<file path="config.mk">
export PLATFORM = sky130hd
export DESIGN_NAME = tms_symbol_gen
export DESIGN_NICKNAME = d
export VERILOG_FILES = /design/src/hw/tms_symbol_gen.v
export VERILOG_INCLUDE_DIRS = /design/src /design/src/hw
export SDC_FILE = /design/constraint.sdc
export NUM_CORES = 1
export LEC_CHECK = 0
export BUFFER_PORTS_ARGS = -buffer_cell sky130_fd_sc_hd__buf_2
export CELL_PAD_IN_SITES_DETAIL_PLACEMENT = 0
export CELL_PAD_IN_SITES_GLOBAL_PLACEMENT = 1
export CORE_AREA = 2 2 150 152
export CTS_BUF_LIST = sky130_fd_sc_hd__clkbuf_4
export CTS_CLUSTER_SIZE = 20
export DETAILED_ROUTE_END_ITERATION = 8
export DIE_AREA = 0 0 152 154
export PLACE_DENSITY = 0.57
export SLEW_MARGIN = 10
export SYNTH_ARGS = -nofsm -noshare
export SYNTH_HDL_FRONTEND = slang
export SYNTH_SLANG_ARGS = --single-unit
</file>
<file path="constraint.sdc">
create_clock -name ref_clk -period 6.63 [get_ports ref_clk]
set_input_delay 0.9945 -clock ref_clk [delete_from_list [all_inputs] [get_ports ref_clk]]
set_output_delay 0.9945 -clock ref_clk [all_outputs]
set_load 0.1 [all_outputs]
</file>
<file path="src/hw/tms_consts.vh">
// constants for the transmit test-mode symbol generator
// assumes 32-bit AXI4-Lite register access, byte addresses
`ifndef TMS_CONSTS_VH
`define TMS_CONSTS_VH
// register byte offsets
`define TMS_CTRL_OFS      4'h0
`define TMS_STAT_OFS      4'h4
`define TMS_SCR_OFS       4'h8
// control fields
`define TMS_MODE_HI       15
`define TMS_MODE_LO       13
`define TMS_CLKOE_BIT     0
`define TMS_CTRL_RST      32'h00000000
// test mode codes
`define TMS_MODE_NORM     3'h0
`define TMS_MODE_1        3'h1
`define TMS_MODE_2        3'h2
`define TMS_MODE_3        3'h3
`define TMS_MODE_4        3'h4
// symbol widths and pattern
`define TMS_SYM_W         3
`define TMS_PAT_LEN       16
`define TMS_PAT_IDX_W     4
// scrambler
`define TMS_SCR_W         11
`define TMS_SCR_RST       11'h7FF
// quinary levels, two's complement
`define TMS_SYM_P2        3'h2
`define TMS_SYM_P1        3'h1
`define TMS_SYM_Z         3'h0
`define TMS_SYM_M1        3'h7
`define TMS_SYM_M2        3'h6
// bus responses
`define TMS_RESP_OK       2'h0
`define TMS_RESP_ERR      2'h2
`endif

</file>
<file path="src/hw/tms_symbol_gen.v">
// transmit test-mode symbol generator with AXI4-Lite control
// symbol ticks come from the local and recovered timing logic
// on ref_clk; the line transmitters take the four symbol outputs
//
// Local design decisions: the register offsets and the AXI4-Lite slave port.
`timescale 1ns/10ps
`include "tms_consts.vh"

module tms_symbol_gen
#(
  parameter [47:0] PAT1 = 48'h1F80F85A5247,
  parameter [10:0] POLY = 11'h500
)
(
  input  wire        ref_clk,
  input  wire        rst_n,
  input  wire [3:0]  s_axi_awaddr,
  input  wire        s_axi_awvalid,
  output wire        s_axi_awready,
  input  wire [31:0] s_axi_wdata,
  input  wire [3:0]  s_axi_wstrb,
  input  wire        s_axi_wvalid,
  output wire        s_axi_wready,
  output reg  [1:0]  s_axi_bresp,
  output reg         s_axi_bvalid,
  input  wire        s_axi_bready,
  input  wire [3:0]  s_axi_araddr,
  input  wire        s_axi_arvalid,
  output wire        s_axi_arready,
  output reg  [31:0] s_axi_rdata,
  output reg  [1:0]  s_axi_rresp,
  output reg         s_axi_rvalid,
  input  wire        s_axi_rready,
  input  wire [2:0]  strap_test_mode,
  input  wire        cfg_leader,
  input  wire        local_sym_tick,
  input  wire        recov_sym_tick,
  input  wire [2:0]  norm_sym_a,
  input  wire [2:0]  norm_sym_b,
  input  wire [2:0]  norm_sym_c,
  input  wire [2:0]  norm_sym_d,
  output reg  [2:0]  tx_sym_a,
  output reg  [2:0]  tx_sym_b,
  output reg  [2:0]  tx_sym_c,
  output reg  [2:0]  tx_sym_d,
  output reg         tx_sym_valid,
  output reg         timing_leader,
  output reg         tx_symbol_clock
);

  // ==========================================================
  // helpers
  function [2:0] map_sym;
    input [2:0] b;
    begin
      case (b)
        3'h0:    map_sym = `TMS_SYM_Z;
        3'h1:    map_sym = `TMS_SYM_P1;
        3'h2:    map_sym = `TMS_SYM_P2;
        3'h3:    map_sym = `TMS_SYM_M1;
        3'h4:    map_sym = `TMS_SYM_M2;
        default: map_sym = `TMS_SYM_Z;
      endcase
    end
  endfunction

  function [2:0] legal_mode;
    input [2:0] m;
    begin
      // codes above 4 are reserved and act as normal
      legal_mode = (m > `TMS_MODE_4) ? `TMS_MODE_NORM : m;
    end
  endfunction

  // ==========================================================
  // register bus
  reg  [31:0] ctrl_reg;
  reg  [3:0]  aw_addr_reg;
  reg         aw_held_reg;
  reg  [31:0] w_data_reg;
  reg  [3:0]  w_strb_reg;
  reg         w_held_reg;
  reg  [31:0] ctrl_next;
  reg  [31:0] rd_val;
  reg  [1:0]  rd_resp;
  wire        wr_go;
  integer     i;

  assign s_axi_awready = ~aw_held_reg & ~s_axi_bvalid;
  assign s_axi_wready  = ~w_held_reg & ~s_axi_bvalid;
  assign s_axi_arready = ~s_axi_rvalid;
  assign wr_go         = aw_held_reg & w_held_reg;

  always @*
  begin
    ctrl_next = ctrl_reg;
    for (i = 0; i < 4; i = i + 1)
      if (w_strb_reg[i])
        ctrl_next[i*8 +: 8] = w_data_reg[i*8 +: 8];
  end

  always @(posedge ref_clk or negedge rst_n)
  begin
    if (!rst_n)
    begin
      aw_addr_reg  <= 4'h0;
      aw_held_reg  <= 1'b0;
      w_data_reg   <= 32'h00000000;
      w_strb_reg   <= 4'h0;
      w_held_reg   <= 1'b0;
      s_axi_bvalid <= 1'b0;
      s_axi_bresp  <= `TMS_RESP_OK;
      ctrl_reg     <= `TMS_CTRL_RST;
    end
    else
    begin
      if (s_axi_awvalid && s_axi_awready)
      begin
        aw_addr_reg <= s_axi_awaddr;
        aw_held_reg <= 1'b1;
      end
      if (s_axi_wvalid && s_axi_wready)
      begin
        w_data_reg <= s_axi_wdata;
        w_strb_reg <= s_axi_wstrb;
        w_held_reg <= 1'b1;
      end
      if (wr_go)
      begin
        aw_held_reg  <= 1'b0;
        w_held_reg   <= 1'b0;
        s_axi_bvalid <= 1'b1;
        if (aw_addr_reg == `TMS_CTRL_OFS)
        begin
          ctrl_reg    <= ctrl_next;
          s_axi_bresp <= `TMS_RESP_OK;
        end
        else if (aw_addr_reg == `TMS_STAT_OFS ||
                 aw_addr_reg == `TMS_SCR_OFS)
          s_axi_bresp <= `TMS_RESP_OK;
        else
          s_axi_bresp <= `TMS_RESP_ERR;
      end
      else if (s_axi_bvalid && s_axi_bready)
        s_axi_bvalid <= 1'b0;
    end
  end

  // ==========================================================
  // mode selection
  reg  [2:0]  strap_s1_reg;
  reg  [2:0]  strap_s2_reg;
  reg  [2:0]  strap_s3_reg;
  reg  [2:0]  strap_reg;
  wire [2:0]  reg_mode;
  wire [2:0]  act_mode;

  always @(posedge ref_clk or negedge rst_n)
  begin
    if (!rst_n)
    begin
      strap_s1_reg <= 3'h0;
      strap_s2_reg <= 3'h0;
      strap_s3_reg <= 3'h0;
      strap_reg    <= 3'h0;
    end
    else
    begin
      strap_s1_reg <= strap_test_mode;
      strap_s2_reg <= strap_s1_reg;
      strap_s3_reg <= strap_s2_reg;
      if (strap_s2_reg == strap_s3_reg)
        strap_reg <= strap_s3_reg;
    end
  end

  // reserved codes fall back to normal
  assign reg_mode = legal_mode(ctrl_reg[`TMS_MODE_HI:`TMS_MODE_LO]);
  // register wins, strap used when it is zero
  assign act_mode = (reg_mode != `TMS_MODE_NORM) ? reg_mode :
                    legal_mode(strap_reg);

  // ==========================================================
  // symbol timing
  reg         lead_sel;
  wire        tick;

  always @*
  begin
    case (act_mode)
      `TMS_MODE_1: lead_sel = 1'b1;
      `TMS_MODE_2: lead_sel = 1'b1;
      `TMS_MODE_4: lead_sel = 1'b1;
      `TMS_MODE_3: lead_sel = 1'b0;
      default:     lead_sel = cfg_leader;
    endcase
  end

  assign tick = lead_sel ? local_sym_tick : recov_sym_tick;

  // ==========================================================
  // pattern generators
  reg  [3:0]  pat_idx_reg;
  reg         alt_reg;
  reg  [10:0] scr_reg;
  wire        scr_fb;
  wire        dbit0;
  wire        dbit1;
  wire        dbit2;
  wire [2:0]  pat_sym;

  assign scr_fb = ^(scr_reg & POLY);
  assign dbit0  = scr_reg[0];
  assign dbit1  = scr_reg[1] ^ scr_reg[4];
  assign dbit2  = scr_reg[2] ^ scr_reg[8];
  assign pat_sym = PAT1[pat_idx_reg*3 +: 3];

  always @(posedge ref_clk or negedge rst_n)
  begin
    if (!rst_n)
    begin
      pat_idx_reg <= 4'h0;
      alt_reg     <= 1'b0;
      scr_reg     <= `TMS_SCR_RST;
    end
    else if (tick)
    begin
      if (act_mode == `TMS_MODE_1)
        pat_idx_reg <= pat_idx_reg + 4'h1;
      else
        pat_idx_reg <= 4'h0;
      alt_reg <= ~alt_reg;
      if (act_mode == `TMS_MODE_4)
        scr_reg <= {scr_reg[9:0], scr_fb};
    end
  end

  // ==========================================================
  // symbol output
  reg  [2:0]  t_sym;

  always @*
  begin
    case (act_mode)
      `TMS_MODE_1: t_sym = pat_sym;
      `TMS_MODE_2: t_sym = alt_reg ? `TMS_SYM_M2 : `TMS_SYM_P2;
      `TMS_MODE_3: t_sym = alt_reg ? `TMS_SYM_M2 : `TMS_SYM_P2;
      `TMS_MODE_4: t_sym = map_sym({dbit2, dbit1, dbit0});
      default:     t_sym = `TMS_SYM_Z;
    endcase
  end

  always @(posedge ref_clk or negedge rst_n)
  begin
    if (!rst_n)
    begin
      tx_sym_a        <= `TMS_SYM_Z;
      tx_sym_b        <= `TMS_SYM_Z;
      tx_sym_c        <= `TMS_SYM_Z;
      tx_sym_d        <= `TMS_SYM_Z;
      tx_sym_valid    <= 1'b0;
      timing_leader   <= 1'b0;
      tx_symbol_clock <= 1'b0;
    end
    else
    begin
      tx_sym_valid  <= tick;
      timing_leader <= lead_sel;
      if (!ctrl_reg[`TMS_CLKOE_BIT])
        tx_symbol_clock <= 1'b0;
      else if (tick)
        tx_symbol_clock <= ~tx_symbol_clock;
      if (tick)
      begin
        if (act_mode == `TMS_MODE_NORM)
        begin
          tx_sym_a <= norm_sym_a;
          tx_sym_b <= norm_sym_b;
          tx_sym_c <= norm_sym_c;
          tx_sym_d <= norm_sym_d;
        end
        else
        begin
          tx_sym_a <= t_sym;
          tx_sym_b <= t_sym;
          tx_sym_c <= t_sym;
          tx_sym_d <= t_sym;
        end
      end
    end
  end

  // ==========================================================
  // register reads
  always @*
  begin
    rd_val  = 32'h00000000;
    rd_resp = `TMS_RESP_OK;
    case (s_axi_araddr)
      `TMS_CTRL_OFS: rd_val = ctrl_reg;
      `TMS_STAT_OFS: rd_val = {24'h000000, timing_leader,
                               1'b0, strap_reg, act_mode};
      `TMS_SCR_OFS:  rd_val = {21'h000000, scr_reg};
      default:       rd_resp = `TMS_RESP_ERR;
    endcase
  end

  always @(posedge ref_clk or negedge rst_n)
  begin
    if (!rst_n)
    begin
      s_axi_rvalid <= 1'b0;
      s_axi_rdata  <= 32'h00000000;
      s_axi_rresp  <= `TMS_RESP_OK;
    end
    else if (s_axi_arvalid && s_axi_arready)
    begin
      s_axi_rvalid <= 1'b1;
      s_axi_rdata  <= rd_val;
      s_axi_rresp  <= rd_resp;
    end
    else if (s_axi_rvalid && s_axi_rready)
      s_axi_rvalid <= 1'b0;
  end

endmodule

</file>
==> Yosys cells after proc, flatten, opt, wreduce, memory -nomap -nowiden <==
Cells that the tools add are included.
{ "op_classes": {"add_sub_neg": 1, "multipliers": 1, "order_cmp": 2, "n_eq_ne": 14, "n_shift": 1, "mux": 27, "n_bitwise": 11, "reduce_logical": 23} }
{ "ops": {"columns": ["cell", "count"], "rows": [
  ["$pmux W32 S3", 1],
  ["$shiftx A48 B7 Y3 const A", 1],
  ["$mux W3", 8],
  ["$eq A3 B2 Y1 const B", 4],
  ["$pmux W3 S4", 1],
  ["$reduce_and A3 Y1", 4],
  ["$mux W1", 11],
  ["$reduce_xor A11 Y1", 1],
  ["$pmux W3 S3", 1],
  ["$eq A4 B3 Y1 const B", 2],
  ["$eq A4 B4 Y1 const B", 2],
  ["$logic_not A4 Y1", 2],
  ["$reduce_bool A2 Y1", 4],
  ["$eq A3 B1 Y1 const B", 2],
  ["$eq A3 B3 Y1 const B", 2],
  ["$gt A3 B3 Y1 const B", 2],
  ["$mul A4 B2 Y6 const B", 1],
  ["$mux W2", 3],
  ["$not A1 Y1", 6],
  ["$reduce_or A3 Y1", 2],
  ["$logic_and A1 B1 Y1", 5],
  ["$add A4 B1 Y4 const B", 1],
  ["$mux W4", 1],
  ["$and A1 B1 Y1", 3],
  ["other kinds (9)", 10]
]} }
{ "word_totals": {"register_bits": 155, "input_bits": 69, "out_inout_bits": 56, "wordCells": 108} }

==> Logic depth before layout (Yosys ltp) <==
Gate-level depths: netlist (run 1).
{ "depth": {"depth_word": 10, "depth_mapped": 7, "ltp_nobuf": 7} }

==> Worst setup path after synthesis (run 1) <==
No wires, ideal clock.
{ "synth_path": {"path_type": "reg-to-reg", "from": "reg s_axi_bvalid", "to": "reg w_data_reg[10]", "setup_ps": 125, "arrival_ps": 3487, "required_ps": 6505, "setup_slack_ps": 3018, "path_stages_with_launch": 6, "path_buffers": 2, "synth_period_minus_slack_ps": 3612, "path_cell_list": "dfrtp_1 > nor2_1 > and2_1 > clkbuf_1 > clkbuf_1 > mux2_2"} }
{ "synth_between": {"elab_chain_len": 3} }
{ "synth_lines": {"columns": ["element", "line_no", "source"], "rows": [
  ["from (decl)", "tms_symbol_gen.v:25", "output reg s_axi_bvalid,"],
  ["from (signal assigned)", "tms_symbol_gen.v:111", "s_axi_bvalid <= 1'b0;"],
  ["from (signal assigned)", "tms_symbol_gen.v:132", "s_axi_bvalid <= 1'b1;"],
  ["from (signal assigned)", "tms_symbol_gen.v:145", "s_axi_bvalid <= 1'b0;"],
  ["$not A1 Y1", "tms_symbol_gen.v:90", "assign s_axi_wready = ~w_held_reg & ~s_axi_bvalid;"],
  ["$and A1 B1 Y1", "tms_symbol_gen.v:90", null],
  ["named net s_axi_wready", "tms_symbol_gen.v:23", "output wire s_axi_wready,"],
  ["$logic_and A1 B1 Y1", "tms_symbol_gen.v:122", "if (s_axi_wvalid && s_axi_wready)"],
  ["to (signal assigned)", "tms_symbol_gen.v:124", "w_data_reg <= s_axi_wdata;"],
  ["to (decl)", "tms_symbol_gen.v:80", "reg [31:0] w_data_reg;"]
]} }
The timed path passes the listed nets, and every way through them passes these cells.
A chain may end at the register's enable or synchronous reset.

==> Final worst setup path (run 1) <==
{ "layout_path": {"from": "reg ctrl_reg[15]", "to": "reg scr_reg[8]"} }
{ "layout_between": {"elab_chain_len": 9, "elab_cells_between_ends": 12, "cone_classes": "order compare: 1; eq/ne: 4; mux: 4; reduce/logical: 3"} }
{ "layout_lines": {"columns": ["element", "line_no", "source"], "rows": [
  ["from (decl)", "tms_symbol_gen.v:77", "reg [31:0] ctrl_reg;"],
  ["from (signal assigned)", "tms_symbol_gen.v:113", "ctrl_reg <= `TMS_CTRL_RST;"],
  ["from (signal assigned)", "tms_symbol_gen.v:135", "ctrl_reg <= ctrl_next;"],
  ["$gt A3 B3 Y1 (no line)", null, null],
  ["$mux W3 *", "tms_symbol_gen.v:71", "legal_mode = (m > `TMS_MODE_4) ? `TMS_MODE_NORM : m;"],
  ["$reduce_bool A3 Y1 (no line)", null, null],
  ["$mux W3 *", "tms_symbol_gen.v:180", "assign act_mode = (reg_mode != `TMS_MODE_NORM) ? reg_mode :"],
  ["$eq A3 B1 Y1 (tied with other cells)", "tms_symbol_gen.v:190", "case (act_mode)"],
  ["$reduce_or A3 Y1 (no line)", null, null],
  ["$pmux W1 S2", "tms_symbol_gen.v:190", null],
  ["$mux W1", "tms_symbol_gen.v:199", "assign tick = lead_sel ? local_sym_tick : recov_sym_tick;"],
  ["$reduce_and A2 Y1 (no line) *", null, null],
  ["to (signal assigned)", "tms_symbol_gen.v:224", "scr_reg <= `TMS_SCR_RST;"],
  ["to (signal assigned)", "tms_symbol_gen.v:234", "scr_reg <= {scr_reg[9:0], scr_fb};"],
  ["to (decl)", "tms_symbol_gen.v:205", "reg [10:0] scr_reg;"]
]} }
Mark *: on every way between the ends. The rest lies on a longest branch, timed or not.

==> summary.txt, run 1 <==
Post-Syn Area - 0.00640 mm^2
GR Util met3 - 5.72%
Synth Area in Compound Gates - 9.52%
simple-gate share of the synthesized area - 5.28%
total CTS buffers - 17
Die Y-Extent - 154 um
CTS sink cnt - 153
Largest stage delay, worst path - 0.80 ns
maximum VDD drop - 0.471 mV
Slew Viols, Final - 0
fraction of synthesized area in multiplexers - 20.8%
root buf cell - clkbuf_4
port bufs - 122
Tcrit/Tclk final - 42.1%
largest net degree at the start of global routing - 90
Top delay family on crit path - compound AO/OA/AOI/OAI gates
syn_area_per_cell - 13.8 um^2
# rows - 54
clk buf depth - 2
arrival time worst endpoint - 3.26 ns
Slew @ Worst Pin - 0.995 ns
Worst Path Buf+Inv - 0
Min Clock Period, post-route - 2.79 ns
# setup viols final - 0
EDFF count, synth - 0
status - finished clean
Worst setup EP type - register
DR vias - 4056
Initial Utilization - 29.5%
drt wl/cell - 15.7 um
register bit total from synthesis - 153
total chip power - 3.33 mW
Leak - 3.68 nW
XOR/XNOR share of the synthesized area - 1.23%
NumNets Final - 660
worst setup path endpoint - scr_reg[8]
clk_lat worst skew - 0.54 ns
H-tree levels - 4
Top Ports - 125
r2r setup slk - 3.84 ns
critical path peak fanout - 12
routed vias/inst - 4.60
P_sw - 1.39 mW
initial antenna violation count - 3
Sw Ratio - 41.5%
crit path kind - reg2reg
Flop pwr share - 42.1%
placed cell areas - 0.00728 mm^2
grt ovf - 0
RSZ-0062 raised after global routing - no
Worst slew margin - 33.5%
Async SR Flop Fraction - 100%
First-pass DRT Iterations - 4
share of cells above drive strength 1 - 46.6%
Iter 0 DRT Violations - 109
grt met2 use - 19.6%
Top FF cell, synth - dfrtp_1
Max-cap violations - 0
final hold violations - 0
clk_skew - 0.0175 ns
Crit-path slowest cell - a21boi_1
post-CTS sizing - 0
Cell Int Power - 1.95 mW
Comb pwr share - 39.4%
R2R depth - 5
Hold Path Class - reg2reg
post-CTS setup repair buffer count - 0
worst r2r src - ctrl_reg[15]
Syn. warnings - 0
commonest cells after routing, fill and taps aside - dfrtp_1 (142), buf_2 (121), mux2_2 (97)
HPWL after DPL - 10100 um
fillcell total - 2182
grt peak-use layer - met2
commonest non-fill, non-tap cell in the layout - dfrtp_1
largest family of logic cells by synthesized area - multiplexers
final instance area - 0.00759 mm^2
Max Freq - 358 MHz
hold-fix buffers at CTS - 0
first-pass GRT wire length - 23200 um
CTS tree - done
area occupied by multi-input gates - 0.00240 mm^2
WL final - 13800 um
post-synth cell types - 52
core area - 0.0217 mm^2
Die X - 152 um
post-route ant nets - 0
vias in the first global route - 4340
post-synthesis adder-cell area fraction - 0.587%
Storage cell area - 0.00384 mm^2
CP cell instances - or3_1, a21oi_1, o21ai_0, a21boi_1, mux2_2
Global Route Usage Sum - 12.5%
Area Overhead vs Synth - 18.7%
crit path launch - ctrl_reg[15]
Post-Syn Instances - 464
die area - 0.0234 mm^2
CP required - 7.10 ns
DRC Markers - 0
Placer Congestion - 0.760
Worst setup SP type - register
met1 usage - 15.6%
clock share of power - 18.5%
Clk pin slew, worst setup/hold paths - 0.15 ns
Cell Pwr Density - 439 mW/mm^2
Seq/Total Area, Yosys - 60.1%
final setup TNS - 0 ns
stages on the worst setup path - 5
reg2reg end - scr_reg[8]
[worst min-delay path by stage]
stage	startpoint	slack [ns]	endpoint	cells after the start
after floorplan	strap_s1_reg[0]	0.33	strap_s2_reg[0]	0
after global placement	strap_s1_reg[2]	0.34	strap_s2_reg[2]	0
after detailed placement	strap_s1_reg[2]	0.34	strap_s2_reg[2]	0
after CTS	strap_s1_reg[1]	0.37	strap_s2_reg[1]	0
after global routing	strap_s1_reg[1]	0.39	strap_s2_reg[1]	0
final	strap_s1_reg[1]	0.37	strap_s2_reg[1]	0
[synth_stat cells (all sizes together) (4+ instances only)]
cell	count	area share [%]
a21o	6	0.70
a21oi	5	0.39
a22o	28	3.8
buf	8	1.0
clkbuf	13	0.76
dfrtp	142	56
dfstp	11	4.5
inv	12	0.70
mux2	101	18
mux2i	14	2.4
nand2	33	1.9
nand3	9	0.70
nor2	7	0.41
o21ai	22	1.7
xnor2	5	0.68
xor2	4	0.55
[metal layers]
metal / routed length (um) / part of all wire, %
met5: 27 / 0.20
met4: 206 / 1.5
met3: 1060 / 7.7
met2: 6270 / 45
met1: 6280 / 45
[area by class of cell]
| class | count | share of cell area (%) |
|---|---|---|
| Clock inverter | 14 | 2.29 |
| Tap cell | 280 | 4.62 |
| Inverter | 12 | 0.593 |
| Clock buffer | 18 | 1.78 |
| Multi-Input combinational cell | 279 | 31.6 |
| Antenna cell | 1 | 0.0330 |
| Timing Repair Buffer | 125 | 8.42 |
| Sequential cell | 153 | 50.6 |
[power by group through the flow]
stage	clock network [mW]	registers [mW]	logic [mW]
after floorplan	0	1.75	0.745
after global placement	0	1.42	1.31
after detailed placement	0	1.43	1.33
after CTS	0.648	1.41	1.33
after global routing	0.692	1.45	1.41
final	0.616	1.40	1.31
[logic make-up (layout without fill, tap and decap cells)]
logic type	count (synthesis)	after routing
adders and majority gates	3	3
xor gates and xnor gates	9	9
other	1	3
muxes	116	116
DFF	153	153
and+or+nand+nor	70	70
buffers and inverters	33	169
AOI/OAI and AO/OA	79	79
[through the flow]
| stage | hold slack [ns] | std cells | worst slack, ns | utilization, % |
|---|---|---|---|---|
| floorplan | 0.331 | 465 | 3.02 | - |
| global placement | 0.337 | 849 | 3.74 | 33.6 |
| detailed placement | 0.336 | 849 | 3.69 | 33.6 |
| CTS | 0.370 | 881 | 3.81 | 35.0 |
| global route | 0.390 | 882 | 3.56 | 35.0 |
| finish | 0.367 | 882 | 3.84 | 35.0 |
Note: power is estimated with default switching activity, not from simulation.
==> run 2, diff against run 1 <==
==> constraint.sdc (replaced) <==
create_clock -name ref_clk -period 2.8 [get_ports ref_clk]
set_input_delay 0.42 -clock ref_clk [delete_from_list [all_inputs] [get_ports ref_clk]]
set_output_delay 0.42 -clock ref_clk [all_outputs]
set_load 0.1 [all_outputs]
==> summary.txt, run 2 (same netlist as run 1, synthesis figures left out) <==
status - finished clean (unchanged)
Slew Viols, Final - 0 (unchanged)
arrival time worst endpoint - 2.86 ns (was 3.26 ns)
met3 wire len - 1070 um (was 1060 um)
DRC Markers - 0 (unchanged)
Die X - 152 um (unchanged)
core area - 0.0217 mm^2 (unchanged)
Min Clock Period, post-route - 2.42 ns (was 2.79 ns)
Slew @ Worst Pin - 0.698 ns (was 0.995 ns)
CTS tree - done (unchanged)
Max-cap violations - 0 (unchanged)
Worst slew margin - 53.5% (was 33.5%)
met2 wire len - 6850 um (was 6270 um)
area occupied by multi-input gates - 0.00240 mm^2 (about the same)
drt wl/cell - 16.5 um (was 15.7 um)
NumNets Final - 676 (was 660)
Worst setup SP type - register (unchanged)
root buf cell - clkbuf_4 (unchanged)
Cell Pwr Density - 1020 mW/mm^2 (was 439 mW/mm^2)
final setup TNS - 0 ns (unchanged)
total CTS buffers - 17 (unchanged)
DR vias - 4182 (was 4056)
CP cell instances - or3_1, a21oi_1, a211oi_4, mux2i_4, buf_4, mux2_2 (was or3_1, a21oi_1, o21ai_0, a21boi_1, mux2_2)
commonest cells after routing, fill and taps aside - dfrtp_1 (141), buf_2 (121), mux2_2 (97) (was dfrtp_1 (142), buf_2 (121), mux2_2 (97))
Area Overhead vs Synth - 20.8% (was 18.7%)
final hold violations - 0 (unchanged)
Die Y-Extent - 154 um (unchanged)
placed cell areas - 0.00739 mm^2 (was 0.00728 mm^2)
Initial Utilization - 29.5% (unchanged)
final instance area - 0.00773 mm^2 (was 0.00759 mm^2)
largest net degree at the start of global routing - 72 (was 90)
vias in the first global route - 4548 (was 4340)
Top delay family on crit path - multiplexers (was compound AO/OA/AOI/OAI gates)
Top Ports - 125 (unchanged)
# setup viols final - 0 (unchanged)
Global Route Usage Sum - 13.3% (was 12.5%)
Iter 0 DRT Violations - 131 (was 109)
Leak - 3.74 nW (was 3.68 nW)
Max Freq - 413 MHz (was 358 MHz)
CP required - 3.23 ns (was 7.10 ns)
clk_lat worst skew - 0.54 ns (about the same)
die area - 0.0234 mm^2 (unchanged)
routed vias/inst - 4.65 (was 4.60)
HPWL after DPL - 10700 um (was 10100 um)
Placer Congestion - 0.802 (was 0.760)
Worst setup EP type - register (unchanged)
# rows - 54 (unchanged)
clk_skew - 0.0172 ns (was 0.0175 ns)
placed cell count - 859 (was 849)
post-route ant nets - 0 (unchanged)
Tcrit/Tclk final - 86.5% (was 42.1%)
commonest non-fill, non-tap cell in the layout - dfrtp_1 (unchanged)
clk buf depth - 2 (unchanged)
first-pass GRT wire length - 24600 um (was 23200 um)
non-filler instance count after layout - 900 (was 882)
initial antenna violation count - 4 (was 3)
Clk pin slew, worst setup/hold paths - 0.15 ns (about the same)
crit path kind - reg2reg (unchanged)
RSZ-0062 raised after global routing - no (unchanged)
H-tree levels - 4 (unchanged)
hold_ws - 0.0911 ns (was 0.367 ns)
maximum VDD drop - 0.393 mV (was 0.471 mV)
Largest stage delay, worst path - 0.53 ns (was 0.80 ns)
Worst Path Buf+Inv - 1 (was 0)
CTS sink cnt - 153 (unchanged)
WL final - 14900 um (was 13800 um)
Storage cell area - 0.00384 mm^2 (about the same)
Crit-path slowest cell - dfrtp_1 (was a21boi_1)
critical path peak fanout - 19 (was 12)
port bufs - 122 (unchanged)
max layer used - met5 (unchanged)
WL met1 - 6800 um (was 6280 um)
Hold Path Class - in2reg (was reg2reg)
grt ovf - 0 (unchanged)
First-pass DRT Iterations - 4 (unchanged)
share of cells above drive strength 1 - 47.3% (was 46.6%)
fillcell total - 2167 (was 2182)
-- run 2: cell types whose count changed in the layout (fill, tap and decap cells not counted), moves of 2 or more --
cell / before / now
buf_12: 0 / 2
clkinv_4: 0 / 4
diode_2: 1 / 3
buf_4: 3 / 11
inv_8: 4 / 1
inv_6: 7 / 5
dlygate4sd3_1: 0 / 6
-- run 2: area by class of cell --
class	count	share of cell area, %
flip-flops and latches	153	49.7
multi-input cells	279	31.1
repair buffers	141	10.3
well taps	280	4.53
clock inverters	14	1.77
clock buffers	18	1.75
inverters	12	0.632
diodes	3	0.0972
-- run 2: worst paths after layout --
path,from,endpoint,slack (ns),cells after the start
setup reg to reg,ctrl_reg[15],tx_sym_b[0],0.38,6
min in group asynchronous,rst_n,tx_sym_b[2],0.46,2
hold / removal,s_axi_wdata[20],w_data_reg[20],0.09,2
hold reg to reg,strap_s1_reg[2],strap_s2_reg[2],0.37,0
setup / recovery,ctrl_reg[15],tx_sym_b[0],0.38,6
max in group asynchronous,rst_n,scr_reg[9],1.58,3
-- run 2: through the flow --
| stage | power (mW) | setup slack, ns | util (%) |
|---|---|---|---|
| finish | 7.89 | 0.379 | 35.6 |
| global route | 8.41 | 0.269 | 35.6 |
| CTS | 8.01 | 0.399 | 35.6 |
| detailed placement | 6.66 | 0.427 | 34.1 |
| global placement | 6.55 | 0.493 | 34.1 |
| floorplan | 5.93 | -0.313 | - |
-- run 2: worst register-to-register path: cells and delay by family, from the launching register on --
family	cells	cell delay, ns
multiplexers	2	0.56
flip-flops	1	0.53
AND/OR/NAND/NOR	1	0.47
AO/OA/AOI/OAI	2	0.46
buffers and inverters	1	0.30
-- run 2: repair_timing --
| item | 4_1_cts | 5_1_grt |
|---|---|---|
| resized for setup | 0 | 0 |
| endpoints found under the hold margin | 66 | 0 |
| hold buffers | 6 | 0 |
| setup buffers | 0 | 0 |
-- run 2: power breakdown --
group	total (mW)	internal [mW]	switching (mW)
sequential	3.34	2.89	0.449
clock	1.33	0.471	0.855
combinational	3.22	1.21	2.01
-- run 2: routing by layer --
layer / track usage [%] / vias to the layer above
li1: - / 1950
met1: 17.0 / 2109
met2: 20.9 / 109
met3: 5.47 / 12
met4: 3.38 / 2
met5: 0 / -
